===== config.mk =====
export PLATFORM = sky130hd
export DESIGN_NAME = rtgc_gain_ctrl
export DESIGN_NICKNAME = d
export VERILOG_FILES = /design/src/verilog/rtgc_pkg.sv /design/src/verilog/rtgc_gain_ctrl.sv
export SDC_FILE = /design/constraint.sdc
export NUM_CORES = 1
export LEC_CHECK = 0
export BUFFER_PORTS_ARGS = -buffer_cell sky130_fd_sc_hd__buf_4
export CAP_MARGIN = 20
export CORE_UTILIZATION = 56
export CTS_BUF_LIST = sky130_fd_sc_hd__clkbuf_2
export DETAILED_ROUTE_END_ITERATION = 8
export GPL_TIMING_DRIVEN = 0
export HOLD_SLACK_MARGIN = 0.03
export PLACE_DENSITY = 0.88
export SETUP_SLACK_MARGIN = 0.1
export SLEW_MARGIN = 20
export SYNTH_ARGS = -nofsm -noshare
export SYNTH_HDL_FRONTEND = slang
export SYNTH_SLANG_ARGS = --single-unit

===== constraint.sdc =====
create_clock -name i_clk -period 2.56 [get_ports i_clk]
set_input_delay 0.128 -clock i_clk [delete_from_list [all_inputs] [get_ports i_clk]]
set_output_delay 0.128 -clock i_clk [all_outputs]
set_load 0.005 [all_outputs]

===== src/verilog/rtgc_pkg.sv =====
// Purpose: shared constants and carriers for the rx/tx gain-code control block
// Assumes: 16-bit serial frames, msb first: r/w bit, 7-bit address, 8 data bits
// Notes: register offsets are the printed ones; one clock domain
package rtgc_pkg;
   localparam logic [6:0] RTGC_ADDR_CLK_CFG = 7'h05;
   localparam logic [6:0] RTGC_ADDR_RX_GAIN = 7'h09;
   localparam logic [6:0] RTGC_ADDR_TX_ATTEN = 7'h0A;
   localparam logic [6:0] RTGC_ADDR_SRC_SEL = 7'h0B;
   localparam logic [6:0] RTGC_ADDR_TX_PATH = 7'h0E;
   // field positions
   localparam int RTGC_BIT_SPI_EN = 6;
   localparam int RTGC_BIT_SEL_TX = 6;
   localparam int RTGC_BIT_SEL_RX = 5;
   localparam int RTGC_BIT_SW_STROBE = 3;
   localparam int RTGC_BIT_NIB_GAIN = 2;
   localparam int RTGC_BIT_MAP3 = 1;
   localparam int RTGC_BIT_CONV_ONLY = 0;
   localparam int RTGC_BIT_CLK_INV = 1;
   localparam int RTGC_BIT_CLK_OFF = 0;
   // reset values
   localparam logic [5:0] RTGC_RX_CODE_RESET = 6'h00;
   localparam logic [5:0] RTGC_TX_CODE_RESET = 6'h00;
   localparam logic [7:0] RTGC_REG_RESET = 8'h00;
   // gain arithmetic, in code steps
   localparam logic [5:0] RTGC_RX_CODE_MAX = 6'h3C;
   localparam logic [5:0] RTGC_STAGE_A_STEP = 6'h18;
   localparam logic [5:0] RTGC_STAGE_B_STEP = 6'h0C;
   localparam logic [5:0] RTGC_MAP3_STEP = 6'h08;
   localparam logic [5:0] RTGC_CONV_SPAN = 6'h0F;
   localparam logic [5:0] RTGC_AMP_SPAN = 6'h27;
   // serial frame
   localparam logic [4:0] RTGC_ADDR_LAST_BIT = 5'h07;
   localparam logic [4:0] RTGC_FRAME_LAST_BIT = 5'h0F;

   typedef struct packed {
      logic [1:0] stage_a;   // 24-step coarse stage
      logic [1:0] stage_b;   // 12-step mid stage
      logic [3:0] stage_c;   // 1-step fine stage
   } rtgc_rx_stage_type;

   typedef struct packed {
      logic [3:0] conv;      // converter current attenuation, 0.5 dB steps
      logic [5:0] amp;       // line current amp attenuation, 0.5 dB steps
      logic amp_en;          // line current amp in the path
   } rtgc_tx_atten_type;
endpackage

===== src/verilog/rtgc_gain_ctrl.sv =====
// Purpose: rx amplifier gain and tx attenuator code registers with all load paths
// Assumes: all pins except the async i_resetn synchronous to i_clk; nibble clock made by an internal divider
// Notes: serial port frames are 16 bits; read data shifts out after the address
`timescale 1ns/1ps
`default_nettype none

module rtgc_gain_ctrl
   import rtgc_pkg::*;
#(
   parameter int NIBBLE_HALF = 2   // clocks per half period of the nibble clock
) (
   input wire logic i_clk,                          // 200 MHz clock
   input wire logic i_resetn,                       // async reset, active low
   input wire logic i_full_duplex,                  // interface select, high = full duplex
   input wire logic i_config,                       // config strap
   input wire logic i_spi_csn,                      // serial chip select, active low
   input wire logic i_spi_sclk,                     // serial clock, sampled
   input wire logic i_spi_sdi,                      // serial data in
   output logic o_spi_sdo,                          // serial data out
   output logic o_spi_sdo_oe,                       // serial data out enable
   input wire logic i_gain_strobe,                  // nibble gain strobe pin
   input wire logic i_tx_nibble_phase,              // tx nibble phase pin
   input wire logic [5:0] i_tx_nibble,              // tx nibble bus
   input wire logic [5:0] i_direct_gain_port,       // parallel gain port
   output logic o_nibble_rate_clock,                // nibble-rate clock out
   output logic [5:0] o_interp_nibble,              // nibble to interpolation filter
   output logic o_interp_valid,                     // nibble valid pulse
   output logic [5:0] o_rx_gain_code,               // current rx gain code
   output rtgc_rx_stage_type o_rx_stage,            // rx stage distribution
   output rtgc_tx_atten_type o_tx_atten             // tx attenuator controls
);
   initial begin
      if (NIBBLE_HALF < 1 || NIBBLE_HALF > 255) begin
         $error("NIBBLE_HALF out of range");
      end
   end

   logic [5:0] rx_code;
   logic rx_spi_en;
   logic [5:0] tx_code;
   logic tx_spi_en;
   logic [7:0] src_sel;
   logic [7:0] tx_path;
   logic [7:0] clk_cfg;
   logic strap_done;

   // serial port
   logic sclk_q;
   logic [4:0] bit_cnt;
   logic [15:0] shift_in;
   logic [7:0] sdo_shift;
   logic rd_phase;
   logic sclk_rise;
   logic sclk_fall;
   logic spi_wr;
   logic [6:0] wr_addr;
   logic [7:0] wr_data;
   logic [6:0] rd_addr;

   assign sclk_rise = i_spi_sclk & ~sclk_q & ~i_spi_csn;
   assign sclk_fall = ~i_spi_sclk & sclk_q & ~i_spi_csn;
   assign spi_wr = sclk_rise && bit_cnt == RTGC_FRAME_LAST_BIT && !shift_in[14];
   assign wr_addr = shift_in[13:7];
   assign wr_data = {shift_in[6:0], i_spi_sdi};
   assign rd_addr = {shift_in[5:0], i_spi_sdi};

   function automatic logic [7:0] read_mux(input logic [6:0] a);
      logic [7:0] d;
      d = RTGC_REG_RESET;
      unique case (a)
         RTGC_ADDR_RX_GAIN: d = rx_spi_en ? {1'b0, rx_spi_en, rx_code} : 8'h00;
         RTGC_ADDR_TX_ATTEN: d = tx_spi_en ? {1'b0, tx_spi_en, tx_code} : 8'h00;
         RTGC_ADDR_SRC_SEL: d = src_sel;
         RTGC_ADDR_TX_PATH: d = tx_path;
         RTGC_ADDR_CLK_CFG: d = clk_cfg;
         default: d = RTGC_REG_RESET;
      endcase
      return d;
   endfunction

   always_ff @(posedge i_clk or negedge i_resetn) begin
      if (!i_resetn) begin
         sclk_q <= 1'b0;
      end else begin
         sclk_q <= i_spi_sclk;
      end
   end

   always_ff @(posedge i_clk or negedge i_resetn) begin
      if (!i_resetn) begin
         bit_cnt <= 5'h00;
         shift_in <= 16'h0000;
      end else if (i_spi_csn) begin
         bit_cnt <= 5'h00;
      end else if (sclk_rise) begin
         shift_in <= {shift_in[14:0], i_spi_sdi};
         bit_cnt <= bit_cnt + 5'h01;
      end
   end

   always_ff @(posedge i_clk or negedge i_resetn) begin
      if (!i_resetn) begin
         sdo_shift <= 8'h00;
         rd_phase <= 1'b0;
      end else if (i_spi_csn) begin
         rd_phase <= 1'b0;
      end else if (sclk_rise && bit_cnt == RTGC_ADDR_LAST_BIT && shift_in[6]) begin
         sdo_shift <= read_mux(rd_addr);
         rd_phase <= 1'b1;
      end else if (sclk_fall && rd_phase && bit_cnt > 5'h08) begin
         sdo_shift <= {sdo_shift[6:0], 1'b0};
      end
   end

   assign o_spi_sdo = sdo_shift[7];
   assign o_spi_sdo_oe = rd_phase & ~i_spi_csn;

   // control registers; mode defaults caught once after reset release
   logic [7:0] sel_default;
   always_comb begin
      sel_default = RTGC_REG_RESET;
      sel_default[RTGC_BIT_NIB_GAIN] = i_full_duplex;
      sel_default[RTGC_BIT_SEL_RX] = ~i_full_duplex;
      sel_default[RTGC_BIT_MAP3] = ~i_full_duplex & i_config;
   end

   always_ff @(posedge i_clk or negedge i_resetn) begin
      if (!i_resetn) begin
         src_sel <= RTGC_REG_RESET;
         strap_done <= 1'b0;
      end else if (spi_wr && wr_addr == RTGC_ADDR_SRC_SEL) begin
         src_sel <= wr_data;
         strap_done <= 1'b1;
      end else if (!strap_done) begin
         src_sel <= sel_default;
         strap_done <= 1'b1;
      end
   end

   always_ff @(posedge i_clk or negedge i_resetn) begin
      if (!i_resetn) begin
         tx_path <= RTGC_REG_RESET;
         clk_cfg <= RTGC_REG_RESET;
      end else if (spi_wr && wr_addr == RTGC_ADDR_TX_PATH) begin
         tx_path <= wr_data;
      end else if (spi_wr && wr_addr == RTGC_ADDR_CLK_CFG) begin
         clk_cfg <= wr_data;
      end
   end

   // nibble-rate clock divider, edges as enables
   logic [7:0] div_cnt;
   logic nib_clk;
   logic nib_edge;
   assign nib_edge = div_cnt == 8'(NIBBLE_HALF - 1);

   always_ff @(posedge i_clk or negedge i_resetn) begin
      if (!i_resetn) begin
         div_cnt <= 8'h00;
         nib_clk <= 1'b0;
      end else if (nib_edge) begin
         div_cnt <= 8'h00;
         nib_clk <= ~nib_clk;
      end else begin
         div_cnt <= div_cnt + 8'h01;
      end
   end

   logic sample_en;
   // inversion moves the sampling point to the other edge of the internal clock
   assign sample_en = nib_edge && (nib_clk == clk_cfg[RTGC_BIT_CLK_INV]);
   assign o_nibble_rate_clock = ~clk_cfg[RTGC_BIT_CLK_OFF] &
                                (nib_clk ^ clk_cfg[RTGC_BIT_CLK_INV]);

   // load sources
   logic strobe_eff;
   logic nib_load;
   logic map3;
   logic par_rx;
   logic par_tx;
   logic [5:0] par_rx_code;
   logic spi_wr_rx;
   logic spi_wr_tx;

   assign strobe_eff = i_gain_strobe | src_sel[RTGC_BIT_SW_STROBE];
   assign nib_load = sample_en && i_full_duplex && src_sel[RTGC_BIT_NIB_GAIN] &&
                     strobe_eff && !i_tx_nibble_phase;
   assign map3 = !i_full_duplex && src_sel[RTGC_BIT_MAP3];
   assign par_rx = src_sel[RTGC_BIT_SEL_RX];
   assign par_tx = src_sel[RTGC_BIT_SEL_TX];
   // 3-bit codes 0 and 1 both land on the minimum
   assign par_rx_code = !map3 ? i_direct_gain_port :
                        (i_direct_gain_port[5:4] == 2'b00) ? RTGC_RX_CODE_RESET :
                        6'(RTGC_MAP3_STEP * (i_direct_gain_port[5:3] - 3'h1));
   assign spi_wr_rx = spi_wr && wr_addr == RTGC_ADDR_RX_GAIN;
   assign spi_wr_tx = spi_wr && wr_addr == RTGC_ADDR_TX_ATTEN;

   always_ff @(posedge i_clk or negedge i_resetn) begin
      if (!i_resetn) begin
         rx_code <= RTGC_RX_CODE_RESET;
         rx_spi_en <= 1'b0;
      end else if (spi_wr_rx) begin
         rx_spi_en <= wr_data[RTGC_BIT_SPI_EN];
         if (wr_data[RTGC_BIT_SPI_EN]) begin
            rx_code <= wr_data[5:0];
         end
      end else if (nib_load) begin
         rx_code <= i_tx_nibble;
      end else if (par_rx) begin
         rx_code <= par_rx_code;
      end
   end

   always_ff @(posedge i_clk or negedge i_resetn) begin
      if (!i_resetn) begin
         tx_code <= RTGC_TX_CODE_RESET;
         tx_spi_en <= 1'b0;
      end else if (spi_wr_tx) begin
         tx_spi_en <= wr_data[RTGC_BIT_SPI_EN];
         if (wr_data[RTGC_BIT_SPI_EN]) begin
            tx_code <= wr_data[5:0];
         end
      end else if (par_tx) begin
         tx_code <= i_direct_gain_port;
      end
   end

   // nibble data to the interpolation filter while the strobe is low
   always_ff @(posedge i_clk or negedge i_resetn) begin
      if (!i_resetn) begin
         o_interp_nibble <= 6'h00;
         o_interp_valid <= 1'b0;
      end else begin
         o_interp_valid <= sample_en && i_full_duplex && !strobe_eff;
         if (sample_en && i_full_duplex && !strobe_eff) begin
            o_interp_nibble <= i_tx_nibble;
         end
      end
   end

   // stage distribution table
   function automatic rtgc_rx_stage_type rx_split(input logic [5:0] code);
      rtgc_rx_stage_type s;
      logic [5:0] c;
      c = (code > RTGC_RX_CODE_MAX) ? RTGC_RX_CODE_MAX : code;
      s.stage_a = (c >= 6'(2 * RTGC_STAGE_A_STEP)) ? 2'h2 : (c >= RTGC_STAGE_A_STEP) ? 2'h1 : 2'h0;
      c = c - 6'(RTGC_STAGE_A_STEP * s.stage_a);
      s.stage_b = (c >= RTGC_STAGE_B_STEP) ? 2'h1 : 2'h0;
      c = c - 6'(RTGC_STAGE_B_STEP * s.stage_b);
      s.stage_c = c[3:0];
      return s;
   endfunction

   function automatic rtgc_tx_atten_type tx_split(input logic [5:0] code, input logic conv_only);
      rtgc_tx_atten_type t;
      logic [5:0] rest;
      t.amp_en = ~conv_only;
      if (conv_only) begin
         t.conv = code[3:0];
         t.amp = 6'h00;
      end else begin
         t.conv = (code > RTGC_CONV_SPAN) ? RTGC_CONV_SPAN[3:0] : code[3:0];
         rest = (code > RTGC_CONV_SPAN) ? code - RTGC_CONV_SPAN : 6'h00;
         t.amp = (rest > RTGC_AMP_SPAN) ? RTGC_AMP_SPAN : rest;
      end
      return t;
   endfunction

   always_ff @(posedge i_clk or negedge i_resetn) begin
      if (!i_resetn) begin
         o_rx_stage <= '0;
         o_tx_atten <= '0;
      end else begin
         o_rx_stage <= rx_split(rx_code);
         o_tx_atten <= tx_split(tx_code, tx_path[RTGC_BIT_CONV_ONLY]);
      end
   end

   assign o_rx_gain_code = rx_code;
endmodule
`default_nettype wire


* After elaboration in Yosys (flattened, before gate mapping)
Index checks and enable logic that the tools add are counted.
** Storage, ports and cells
- Flip-flop bits (word level) :: 103
- Input port bits :: 21
- Output and inout port bits :: 35
- Logic and storage cells :: 133
** Operators by class
- $add $sub $neg :: 6
- Multipliers :: 2
- $lt $le $gt $ge :: 7
- Equal/unequal tests :: 17
- Multiplexer cells :: 28
- Bitwise gates (word level) :: 17
- Reductions and logical operators :: 33
** Operators with widths (number)
- 2-to-1 mux 6 bit :: 11
- equality test 7 x 4 -> 1 bit (second input constant) :: 8
- 2-to-1 mux 8 bit :: 5
- case mux 8 bit (5 select lines) :: 1
- logical AND 1 bit :: 18
- equality test 7 x 3 -> 1 bit (second input constant) :: 2
- 2-to-1 mux 7 bit :: 2
- > comparator 6 bit (second input constant) :: 2
- 2-to-1 mux 10 bit :: 1
- 2-to-1 mux 5 bit :: 2
- AND reduction 2 bit :: 5
- adder 8 x 1 -> 8 bit (second input constant) :: 1
- equality test 8 x 1 -> 1 bit (second input constant) :: 1
- inverter 1 bit :: 8
- nonzero test 2 bit :: 4
- bitwise AND 1 bit :: 7
- greater-or-equal comparator 6 x 4 -> 1 bit (second input constant) :: 1
- greater-or-equal comparator 6 x 5 -> 1 bit (second input constant) :: 1
- greater-or-equal comparator 6 bit (second input constant) :: 1
- > comparator 6 x 4 -> 1 bit (second input constant) :: 1
- subtractor 6 x 4 -> 6 bit (second input constant) :: 1
- subtractor 6 bit :: 1
- adder 5 x 1 -> 5 bit (second input constant) :: 1
- equality test 5 x 3 -> 1 bit (second input constant) :: 1
- 17 further kinds :: 24

* Logic depth before layout (Yosys ltp)
Gate-level depths: netlist of the first run.
- Depth after elaboration :: 11
- Gate-level depth with buffers :: 10

* Worst setup path before layout of the first run
OpenSTA, ideal clock, no wires.
- Path type :: reg2reg
- From :: reg rx_code[4] (netlist: o_rx_gain_code[4])
- To :: reg o_rx_stage[3] (netlist name)
- Setup time :: 0.131 ns
- Data arrival time :: 2.213 ns
- Required time :: 2.429 ns
- Path slack :: 0.216 ns
- Stages on the path, launching flop included :: 11
- Buffers on the path :: 0
- Cell sequence :: dfrtp_1 -> inv_1 -> o21ai_0 -> nor2b_1 -> ha_1 -> fa_1 -> xnor2_1 -> o211ai_1 -> ha_1 -> xor2_1 -> xnor2_1
** On the way
- Longest elaborated chain between the ends :: 11
** RTL lines
- start: declaration :: line rtgc_gain_ctrl.sv:38 : logic [5:0] rx_code;
- start signal: assignment :: line rtgc_gain_ctrl.sv:205 : rx_code <= wr_data[5:0];
- start signal: assignment :: line rtgc_gain_ctrl.sv:208 : rx_code <= i_tx_nibble;
- start signal: assignment :: line rtgc_gain_ctrl.sv:210 : rx_code <= par_rx_code;
- > comparator 6 bit :: line rtgc_gain_ctrl.sv:245 : c = (code > RTGC_RX_CODE_MAX) ? RTGC_RX_CODE_MAX : code;
- 2-to-1 mux 6 bit * :: line rtgc_gain_ctrl.sv:245
- greater-or-equal comparator 6 x 5 -> 1 bit :: line rtgc_gain_ctrl.sv:246 : s.stage_a = (c >= 6'(2 * RTGC_STAGE_A_STEP)) ? 2'h2 : (c >= RTGC_STAGE_A_STEP) ? 2'h1 : 2'h0;
- 2-to-1 mux 1 bit :: line rtgc_gain_ctrl.sv:246
- 2-to-1 mux 2 bit :: line rtgc_gain_ctrl.sv:246
- multiplier 2 x 2 -> 3 bit :: line rtgc_gain_ctrl.sv:247 : c = c - 6'(RTGC_STAGE_A_STEP * s.stage_a);
- subtractor 6 bit * :: line rtgc_gain_ctrl.sv:247
- greater-or-equal comparator 6 x 4 -> 1 bit :: line rtgc_gain_ctrl.sv:248 : s.stage_b = (c >= RTGC_STAGE_B_STEP) ? 2'h1 : 2'h0;
- 2-to-1 mux 1 bit :: line rtgc_gain_ctrl.sv:248
- multiplier 2 x 1 -> 2 bit :: line rtgc_gain_ctrl.sv:249 : c = c - 6'(RTGC_STAGE_B_STEP * s.stage_b);
- subtractor 4 bit * :: line rtgc_gain_ctrl.sv:249
- end signal: assignment :: line rtgc_gain_ctrl.sv:274 : o_rx_stage <= rx_split(rx_code);
- end: declaration :: line rtgc_gain_ctrl.sv:29 : output rtgc_rx_stage_type o_rx_stage,
Mark *: on every way between the ends. The rest lies on a longest branch, timed or not.
A chain may end at the register's enable or synchronous reset.

* Final worst setup path of the first run
Same ends and word-level chain as after synthesis.

==> qor.txt, run 1 <==
Die footprint: 0.00914 mm^2
Clk root buf: clkbuf_2
Final ANT Viol Nets: 0
Pwr Total: 3.62 mW
Setup CP Type: reg2reg
Most common cell after layout, fill and taps aside: dfrtp_1
CTS H-tree depth: 3
Clk_lat worst skew: 0.58 ns
Power Density: 620 mW/mm^2
Routed len/inst: 17.9 um
# DRC: 0
Placeable Area: 0.00834 mm^2
Post-synth ARST share: 100%
Mapped Area: 0.00491 mm^2
Slew margin rel.: 40.1%
Tcrit/Tclk final: 91.1%
Area contributors post-synth: dfrtp_1, mux2_2, nand2_1
Mapped Cells: 448
Ports: 56
Mean post-synth cell area: 11.0 um^2
Fin nets: 571
Setup violations, final: 0
Multi-input gate area: 0.00215 mm^2
Tmin final: 2.33 ns
Most frequent cells in the layout: dfrtp_1, buf_4, nand2_1
Number of DRC markers after the initial detailed-route iteration: 333
Leakage power: 2.59 nW
IO buf count: 53
Fin. Hold Viols: 0
FILL cells: 581
Max Freq: 0.429 GHz
Register area: 0.00258 mm^2
Avg Vias per Cell: 6.16
Row count: 33
Die Wd: 95.6 um
Worst hold path type: in2reg
Slew at the pin with the worst max-slew slack: 0.899 ns
Global placement routability congestion: 0.872
RSZ-0062 raised after global routing: no
WP data required: 3.07 ns
Maxcap violations: 0
VDD IR max: 259 uV
Mapped Nets: 479
Seq/Total Area, Yosys: 52.5%
Clock transition at the registers of the reported paths: 0.27 ns
Largest net degree at the start of global routing: 104
Vias in the first global route: 3,870
Initial Utilization: 58.8%
Number of flops mapped to enable cells by yosys: 0
Ys Warns: 0
TritonCTS Buffers: 9
Unique cell type count in the Yosys netlist: 58
TritonRoute pass-1 iters: 6
Hold WS: 0.0253 ns
Clk_skew: 0.0295 ns
Final Core Density: 70.1%
Post-synthesis register bit count: 103
Ratio of cells with drive above 1 in the final layout: 24.4%
Via count: 4,001
Initial antenna violation count: 0
Grt ovf: 0
Max-slew violations: 0
Clk buf depth: 2
Worst Setup End Kind: flop
TritonCTS clock tree: built
Area Growth Syn to Fin: 19.2%
Synth area leader: dfrtp_1
CP max FO: 4
Total Wirelength: 11,700 um
CP Data Arrival Time: 2.84 ns
GRT Util Overall: 27.2%
Antenna Cells: 0
Post-DP HPWL: 7730 um
Status: finished clean
Top cell type's share of synthesized area: 52.5%
Clk sinks: 103
Critical Path Source Type: flop
Die Ht: 95.6 um
Primary FF master, synth: dfrtp_1
Global-route wire length before repair: 18,800 um
-- what timing repair did --
action | in CTS | in global routing
hold buffers | 18 | 0
hold endpoints to repair | 137 | 0
pin swaps | 1 | 3
setup buffers | 4 | 6
setup endpoints to repair | 1 | 33
resized for setup | 1 | 13
-- state kept, by name (all words and copies together), names as in the netlist --
signal and flops:
o_rx_gain_code 6, sclk_q 1, tx_path 8, nib_clk 1, clk_cfg 8, rx_spi_en 1
div_cnt 8, o_interp_valid 1, shift_in 15, rd_phase 1, o_interp_nibble 6, strap_done 1
tx_spi_en 1, tx_code 6, sdo_shift 8, o_tx_atten 11, o_rx_stage 7, src_sel 8
bit_cnt 5
-- cell families (layout without fill, tap and decap cells) --
logic type | after synthesis | after routing | share of synthesized area (%)
fa+ha+maj | 10 | 10 | 2.70
flops | 103 | 103 | 52.5
simple gates | 133 | 133 | 15.4
buf+inv | 47 | 144 | 4.18
mux | 34 | 34 | 7.47
xor+xnor | 17 | 17 | 3.03
compound gates | 102 | 102 | 14.5
other cells | 2 | 2 | 0.153
-- layout make-up --
class                      instances  area share, %
multi-input combinational        298           36.8
sequential                       103           44.1
timing repair buffer              81           11.2
clock buffer                       9          0.771
inverter                          24           1.54
tap                              105           2.25
clock inverter                     7           1.26
buffer                            23           2.01
-- routing by layer --
layer	vias to the layer above	global-route usage, %	share of wire, %
met5	-	0	0
met4	0	16.5	4.7
met3	53	4.39	6.3
met2	192	45.5	50
met1	1976	33.0	39
li1	1780	-	-
-- metrics by stage --
step	setup TNS, ns	std cells	cell area [um^2]	setup WS, ns
final	0	650	5850	0.227
after global routing	0	650	5850	0.0875
after CTS	0	644	5770	0.106
after detailed placement	-0.00143	606	5440	-0.00143
after global placement	0	606	5440	0.120
after floorplan	0	448	4910	0.216
-- worst paths after layout --
path / cells past startpoint / slack, ns / end / from
max in group asynchronous: 2 / 1.78 / tx_path[7] / i_resetn
worst min register to register: 1 / 0.50 / nib_clk / nib_clk
worst min-delay path: 4 / 0.03 / src_sel[1] / i_config
worst max register to register: 10 / 0.23 / o_rx_stage[3] / o_rx_gain_code[4]
min in group asynchronous: 2 / 0.19 / o_interp_valid / i_resetn
worst max-delay path: 10 / 0.23 / o_rx_stage[3] / o_rx_gain_code[4]
-- where the power goes --
| part | leakage, nW | total (mW) | internal (mW) | switching, mW |
|---|---|---|---|---|
| Clock | 0.0618 | 0.778 | 0.224 | 0.554 |
| Sequential | 1.30 | 1.99 | 1.83 | 0.165 |
| Combinational | 1.23 | 0.852 | 0.426 | 0.426 |
-- synthesized netlist by cell type (7+ instances only) --
master and n:
nor2b_1 9, xnor2_1 11, o21a_1 7, nand2b_1 7
nand2_1 46, nor2_1 21, dfrtp_1 103, clkbuf_1 11
ha_1 9, mux2_2 21, o21ai_0 32, buf_2 8
mux2i_1 13, inv_1 24, and3_1 7, a21oi_1 14
-- worst max-delay path, stage by stage (launching register included) --
cell      delay [ns]
dfrtp_1         0.45
inv_2           0.10
o21ai_1         0.12
nor2b_1         0.16
ha_1            0.22
fa_2            0.38
xnor2_2         0.14
o211ai_1        0.13
ha_1            0.23
xor2_1          0.19
xnor2_1         0.15
Power figures use the tool's default switching activity.
==> run 2: changes to the inputs <==
--- a/config.mk
+++ b/config.mk
@@ -5,14 +5,14 @@
 export SDC_FILE = /design/constraint.sdc
 export NUM_CORES = 1
 export LEC_CHECK = 0
-export BUFFER_PORTS_ARGS = -buffer_cell sky130_fd_sc_hd__buf_4
 export CAP_MARGIN = 20
 export CORE_UTILIZATION = 56
 export CTS_BUF_LIST = sky130_fd_sc_hd__clkbuf_2
 export DETAILED_ROUTE_END_ITERATION = 8
+export DONT_BUFFER_PORTS = 1
 export GPL_TIMING_DRIVEN = 0
 export HOLD_SLACK_MARGIN = 0.03
-export PLACE_DENSITY = 0.88
+export PLACE_DENSITY = 0.82
 export SETUP_SLACK_MARGIN = 0.1
 export SLEW_MARGIN = 20
 export SYNTH_ARGS = -nofsm -noshare
==> constraint.sdc (replaced) <==
create_clock -name i_clk -period 2.8 [get_ports i_clk]
set_input_delay 0.14 -clock i_clk [delete_from_list [all_inputs] [get_ports i_clk]]
set_output_delay 0.14 -clock i_clk [all_outputs]
set_load 0.005 [all_outputs]
==> run 2 against run 1 <==
  * Global-route usage is 2.0 points lower
  * First-iteration DRC count decreased by 30%
  * Die area did not move
  * Highest routed layer unchanged
==> qor.txt, run 2 (synthesis results as in run 1) <==
Max Freq: 0.391 GHz
Placeable Area: 0.00834 mm^2
Die Ht: 95.6 um
Worst path top cell family by delay: adder cells
Tcrit/Tclk final: 91.4%
Clock transition at the registers of the reported paths: 0.24 ns
Setup violations, final: 0
Clk sinks: 103
DP Cell Count: 553
# DRC: 0
Slowest cell delay on critical path: 0.49 ns
Clk root buf: clkbuf_2
Power Density: 571 mW/mm^2
Routed len/inst: 17.5 um
Worst Setup Slack, final: 0.242 ns
Area Growth Syn to Fin: 9.59%
Total Wirelength: 10,300 um
Largest register FFs: 15
TritonRoute pass-1 iters: 5
Ratio of cells with drive above 1 in the final layout: 13.0%
GRT Util Overall: 25.2%
RSZ-0062 raised after global routing: no
Most frequent cells in the layout: dfrtp_1, nand2_1, o21ai_0
Clk buf depth: 2
Row count: 33
Critical path's slowest cell: dfrtp_1
VDD IR max: 365 uV
Status: finished clean
Final cell count without fillers: 590
Die footprint: 0.00914 mm^2
Slew at the pin with the worst max-slew slack: 0.783 ns
TritonCTS clock tree: built
CTS H-tree depth: 3
TNS Setup: 0 ns
Worst Setup End Kind: flop
Post-place setup slack: 0.190 ns
Via count: 3,585
Slew margin rel.: 47.4%
Most common cell after layout, fill and taps aside: dfrtp_1
Final ANT Viol Nets: 0
Final Core Density: 64.5%
Setup CP Type: reg2reg
Buffer and inverter count on the worst path: 1
Post-DP HPWL: 7200 um
Clk_lat worst skew: 0.57 ns
Post-CTS setup buffer count: 0
Die Wd: 95.6 um
CP Data Arrival Time: 3.04 ns
Ports: 56
Fin nets: 511
Antenna Cells: 0
Global-route wire length before repair: 17,200 um
Avg Vias per Cell: 6.08
Initial Utilization: 58.8%
Largest net degree at the start of global routing: 104
Leakage power: 2.31 nW
Max-slew violations: 0
Worst hold path type: in2reg
Clk_skew: 0.0214 ns
Biggest register: shift_in
IO buf count: 0
TritonCTS Buffers: 9
WP data required: 3.28 ns
Initial antenna violation count: 0
Tmin final: 2.56 ns
Maxcap violations: 0
Number of DRC markers after the initial detailed-route iteration: 234
Fin. Hold Viols: 0
Vias in the first global route: 3,421
Grt ovf: 0
Worst path cell trace: inv_1, o21ai_1, nor2b_1, ha_1, fa_1, xnor2_1, o211ai_1, ha_1, xor2_1, xnor2_1
CP max FO: 4
Top flop regs: shift_in: 15 flops, o_tx_atten: 11 flops
Pwr Total: 3.07 mW
Global placement routability congestion: 0.872
Critical Path Source Type: flop
-- run 2: power by group --
group | switching [mW] | total [mW] | internal (mW)
clock network | 0.471 | 0.678 | 0.207
logic | 0.312 | 0.557 | 0.245
registers | 0.164 | 1.84 | 1.67
-- run 2: repair_timing --
action | 4_1_cts | 5_1_grt
resized for setup | 0 | 3
hold endpoints to repair | 137 | 0
endpoints found under the setup margin | 0 | 1
hold buffers | 21 | 0
-- run 2: worst reg2reg max path, delay by kind of cell, from the launching register on --
kind	cells	cell delay [ns]
AOI/OAI and AO/OA	2	0.32
adders and majority gates	3	0.89
DFF	1	0.49
and+or+nand+nor	1	0.17
buffers and inverters	1	0.16
xor gates and xnor gates	3	0.46
-- run 2: final cells by class --
type	count	area [um^2]
fillers	638	2960
plain buffers	23	115
well taps	105	131
inverters	24	90.1
clock buffers	10	50.0
multi-input cells	298	2120
flip-flops and latches	103	2580
clock inverters	6	60.1
repair buffers	21	228
-- run 2: layer usage --
| layer | part of all wire (%) | up-vias | routed length (um) | track usage [%] |
|---|---|---|---|---|
| met5 | 0 | - | 0 | 0 |
| met3 | 6.3 | 32 | 650 | 5.42 |
| li1 | - | 1656 | - | - |
| met4 | 3.6 | 0 | 376 | 13.6 |
| met2 | 48 | 137 | 4910 | 40.1 |
| met1 | 42 | 1760 | 4380 | 32.2 |
-- run 2: worst paths after layout --
check | from | cells past startpoint | slack [ns] | to
worst max-delay path | o_rx_gain_code[5] | 10 | 0.24 | o_rx_stage[3]
worst min-delay path | i_direct_gain_port[5] | 4 | 0.04 | o_rx_gain_code[3]
worst max register to register | o_rx_gain_code[5] | 10 | 0.24 | o_rx_stage[3]
worst min register to register | clk_cfg[3] | 2 | 0.52 | clk_cfg[3]
max in group asynchronous | i_resetn | 2 | 2.25 | shift_in[5]
min in group asynchronous | i_resetn | 2 | 0.13 | tx_code[5]
-- run 2: through the flow --
| step | hold WS (ns) | instance area [um^2] |
|---|---|---|
| after floorplan | -0.156 | 4910 |
| after global placement | -0.153 | 5040 |
| after detailed placement | -0.153 | 5040 |
| after CTS | 0.0362 | 5380 |
| after global routing | 0.0564 | 5380 |
| final | 0.0369 | 5380 |
==> run 3: changes to the inputs <==
--- a/config.mk
+++ b/config.mk
@@ -6,13 +6,14 @@
 export NUM_CORES = 1
 export LEC_CHECK = 0
 export CAP_MARGIN = 20
+export CORE_MARGIN = 4
 export CORE_UTILIZATION = 56
 export CTS_BUF_LIST = sky130_fd_sc_hd__clkbuf_2
 export DETAILED_ROUTE_END_ITERATION = 8
 export DONT_BUFFER_PORTS = 1
 export GPL_TIMING_DRIVEN = 0
 export HOLD_SLACK_MARGIN = 0.03
-export PLACE_DENSITY = 0.82
+export PLACE_DENSITY = 0.71
 export SETUP_SLACK_MARGIN = 0.1
 export SLEW_MARGIN = 20
 export SYNTH_ARGS = -nofsm -noshare
==> constraint.sdc (replaced) <==
create_clock -name i_clk -period 2.8 [get_ports i_clk]
set_input_delay 0.14 -clock i_clk [delete_from_list [all_inputs] [get_ports i_clk]]
set_output_delay 0.14 -clock i_clk [all_outputs]
set_load 0.02 [all_outputs]
==> run 3 against run 2 <==
  * Core utilization is 0.40 points higher
  * Non-clock buffer count is 5 higher
  * Sequential power is 5% higher
  * Final cell count is 0.68% higher
  * Setup slack better by 0.034 ns
  * Power is 4.8% higher
  * First-iteration DRC count is 24% lower
  * Critical path depth stayed put
  * Register-to-register slack better by 0.03 ns
  * Hold slack better by 0.014 ns
==> qor.txt, run 3 (synthesis results as in run 1) <==
Status: finished clean
Biggest register: shift_in
Clk_lat worst skew: 0.57 ns
Final cell count without fillers: 594
Grt ovf: 0
GRT Util Overall: 22.4%
Clock transition at the registers of the reported paths: 0.25 ns
Worst flop-to-flop path startpoint: o_rx_gain_code[3]
Die footprint: 0.0103 mm^2
Die Wd: 102 um
Tmin final: 2.52 ns
Post-place setup slack: 0.150 ns
Worst Hold Launch: i_tx_nibble_phase
Max Freq: 0.396 GHz
Worst setup path startpoint: o_rx_gain_code[3]
FILL cells: 672
Final ANT Viol Nets: 0
Fin. Hold Viols: 0
Pwr Total: 3.22 mW
Ratio of cells with drive above 1 in the final layout: 13.7%
Max-slew violations: 0
Number of DRC markers after the initial detailed-route iteration: 177
Register area: 0.00258 mm^2
CTS H-tree depth: 3
Slew at the pin with the worst max-slew slack: 0.814 ns
TritonCTS Buffers: 9
Clk buf depth: 2
Top flop regs: shift_in: 15 flops, o_tx_atten: 11 flops
RSZ-0062 raised after global routing: no
Tcrit/Tclk final: 90.2%
Maxcap violations: 0
Placeable Area: 0.00838 mm^2
Slew margin rel.: 45.3%
Initial antenna violation count: 0
Via count: 3,606
Largest register FFs: 15
Setup CP Type: reg2reg
Multi-input gate area: 0.00213 mm^2
Antenna Cells: 0
DP Cell Count: 553
TritonRoute pass-1 iters: 5
Initial Utilization: 58.5%
TNS Setup: 0 ns
Met2 wire len: 5060 um
CP Data Arrival Time: 3.00 ns
Global placement routability congestion: 0.873
Ports: 56
WP data required: 3.28 ns
IO buf count: 0
VDD IR max: 292 uV
Metal3 WL: 651 um
Post-DP HPWL: 7500 um
Clk root buf: clkbuf_2
Fin nets: 516
Largest net degree at the start of global routing: 104
Routed len/inst: 18.0 um
Setup violations, final: 0
Die Ht: 102 um
Most common cell after layout, fill and taps aside: dfrtp_1
Total Wirelength: 10,700 um
# DRC: 0
CP max FO: 5
Avg Vias per Cell: 6.07
Leakage power: 2.33 nW
Vias in the first global route: 3,539
Most frequent cells in the layout: dfrtp_1, nand2_1, o21ai_0
Clk sinks: 103
Row count: 33
TritonCTS clock tree: built
Worst Setup Slack, final: 0.276 ns
Critical Path Source Type: flop
Worst hold path type: in2reg
Area Growth Syn to Fin: 10.8%
Clk_skew: 0.0257 ns
Power Density: 592 mW/mm^2
Worst Setup End Kind: flop
Met1 wire length: 4680 um
Max layer used: met4
Final Core Density: 64.9%
Global-route wire length before repair: 17,900 um
## run 3: changes by cell type in the layout (fill, tap and decap cells not counted), sizes merged
cell         previous run  this run
clkbuf                 21        20
clkinv                  3         1
clkinvlp                1         2
dlygate4sd3            20        25
inv                    25        26
## run 3: area by class of cell
type / instances / share of cell area (%)
Clock buffer: 9 / 0.829
Clock inverter: 6 / 1.29
Timing Repair Buffer: 26 / 5.11
Inverter: 24 / 1.66
Tap cell: 105 / 2.42
Buffer: 23 / 2.12
Sequential cell: 103 / 47.5
Multi-Input combinational cell: 298 / 39.1
## run 3: worst paths after layout
kind	slack, ns	to	depth (start not counted)
hold reg to reg	0.52	nib_clk	1
setup reg to reg	0.28	o_rx_stage[3]	10
hold / removal	0.05	o_rx_gain_code[3]	4
setup / recovery	0.28	o_rx_stage[3]	10
min in group asynchronous	0.13	o_tx_atten[10]	2
max in group asynchronous	2.29	o_rx_gain_code[5]	2
## run 3: where the power goes
part	internal (mW)	total [mW]	switching [mW]
logic	0.257	0.568	0.311
registers	1.67	1.94	0.265
clock network	0.209	0.712	0.504
## run 3: per-stage QoR
step | area (um^2) | hold WS (ns)
floorplan | 4910 | -0.156
global placement | 5040 | -0.153
detailed placement | 5040 | -0.153
CTS | 5430 | 0.0320
global route | 5440 | 0.0349
finish | 5440 | 0.0505
## run 3: repair_timing
item                                   4_1_cts  5_1_grt
hold buffers                                26        0
endpoints found under the hold margin      141        0
gates resized for setup                      1        6
setup buffers                                0        0
setup endpoints to repair                    1        1
## run 3: critical path, stage by stage (launching register included)
cell and delay (ns):
dfrtp_2 0.55, inv_1 0.14, o21ai_1 0.11, nor2b_1 0.16
ha_1 0.22, fa_1 0.41, xnor2_1 0.19, o211ai_1 0.17
ha_1 0.24, xor2_1 0.15, xnor2_1 0.12
## run 3: metal layers
metal	up-vias	track usage [%]
li1	1667	-
met1	1803	29.7
met2	110	35.4
met3	26	4.41
met4	0	10.7
met5	-	0
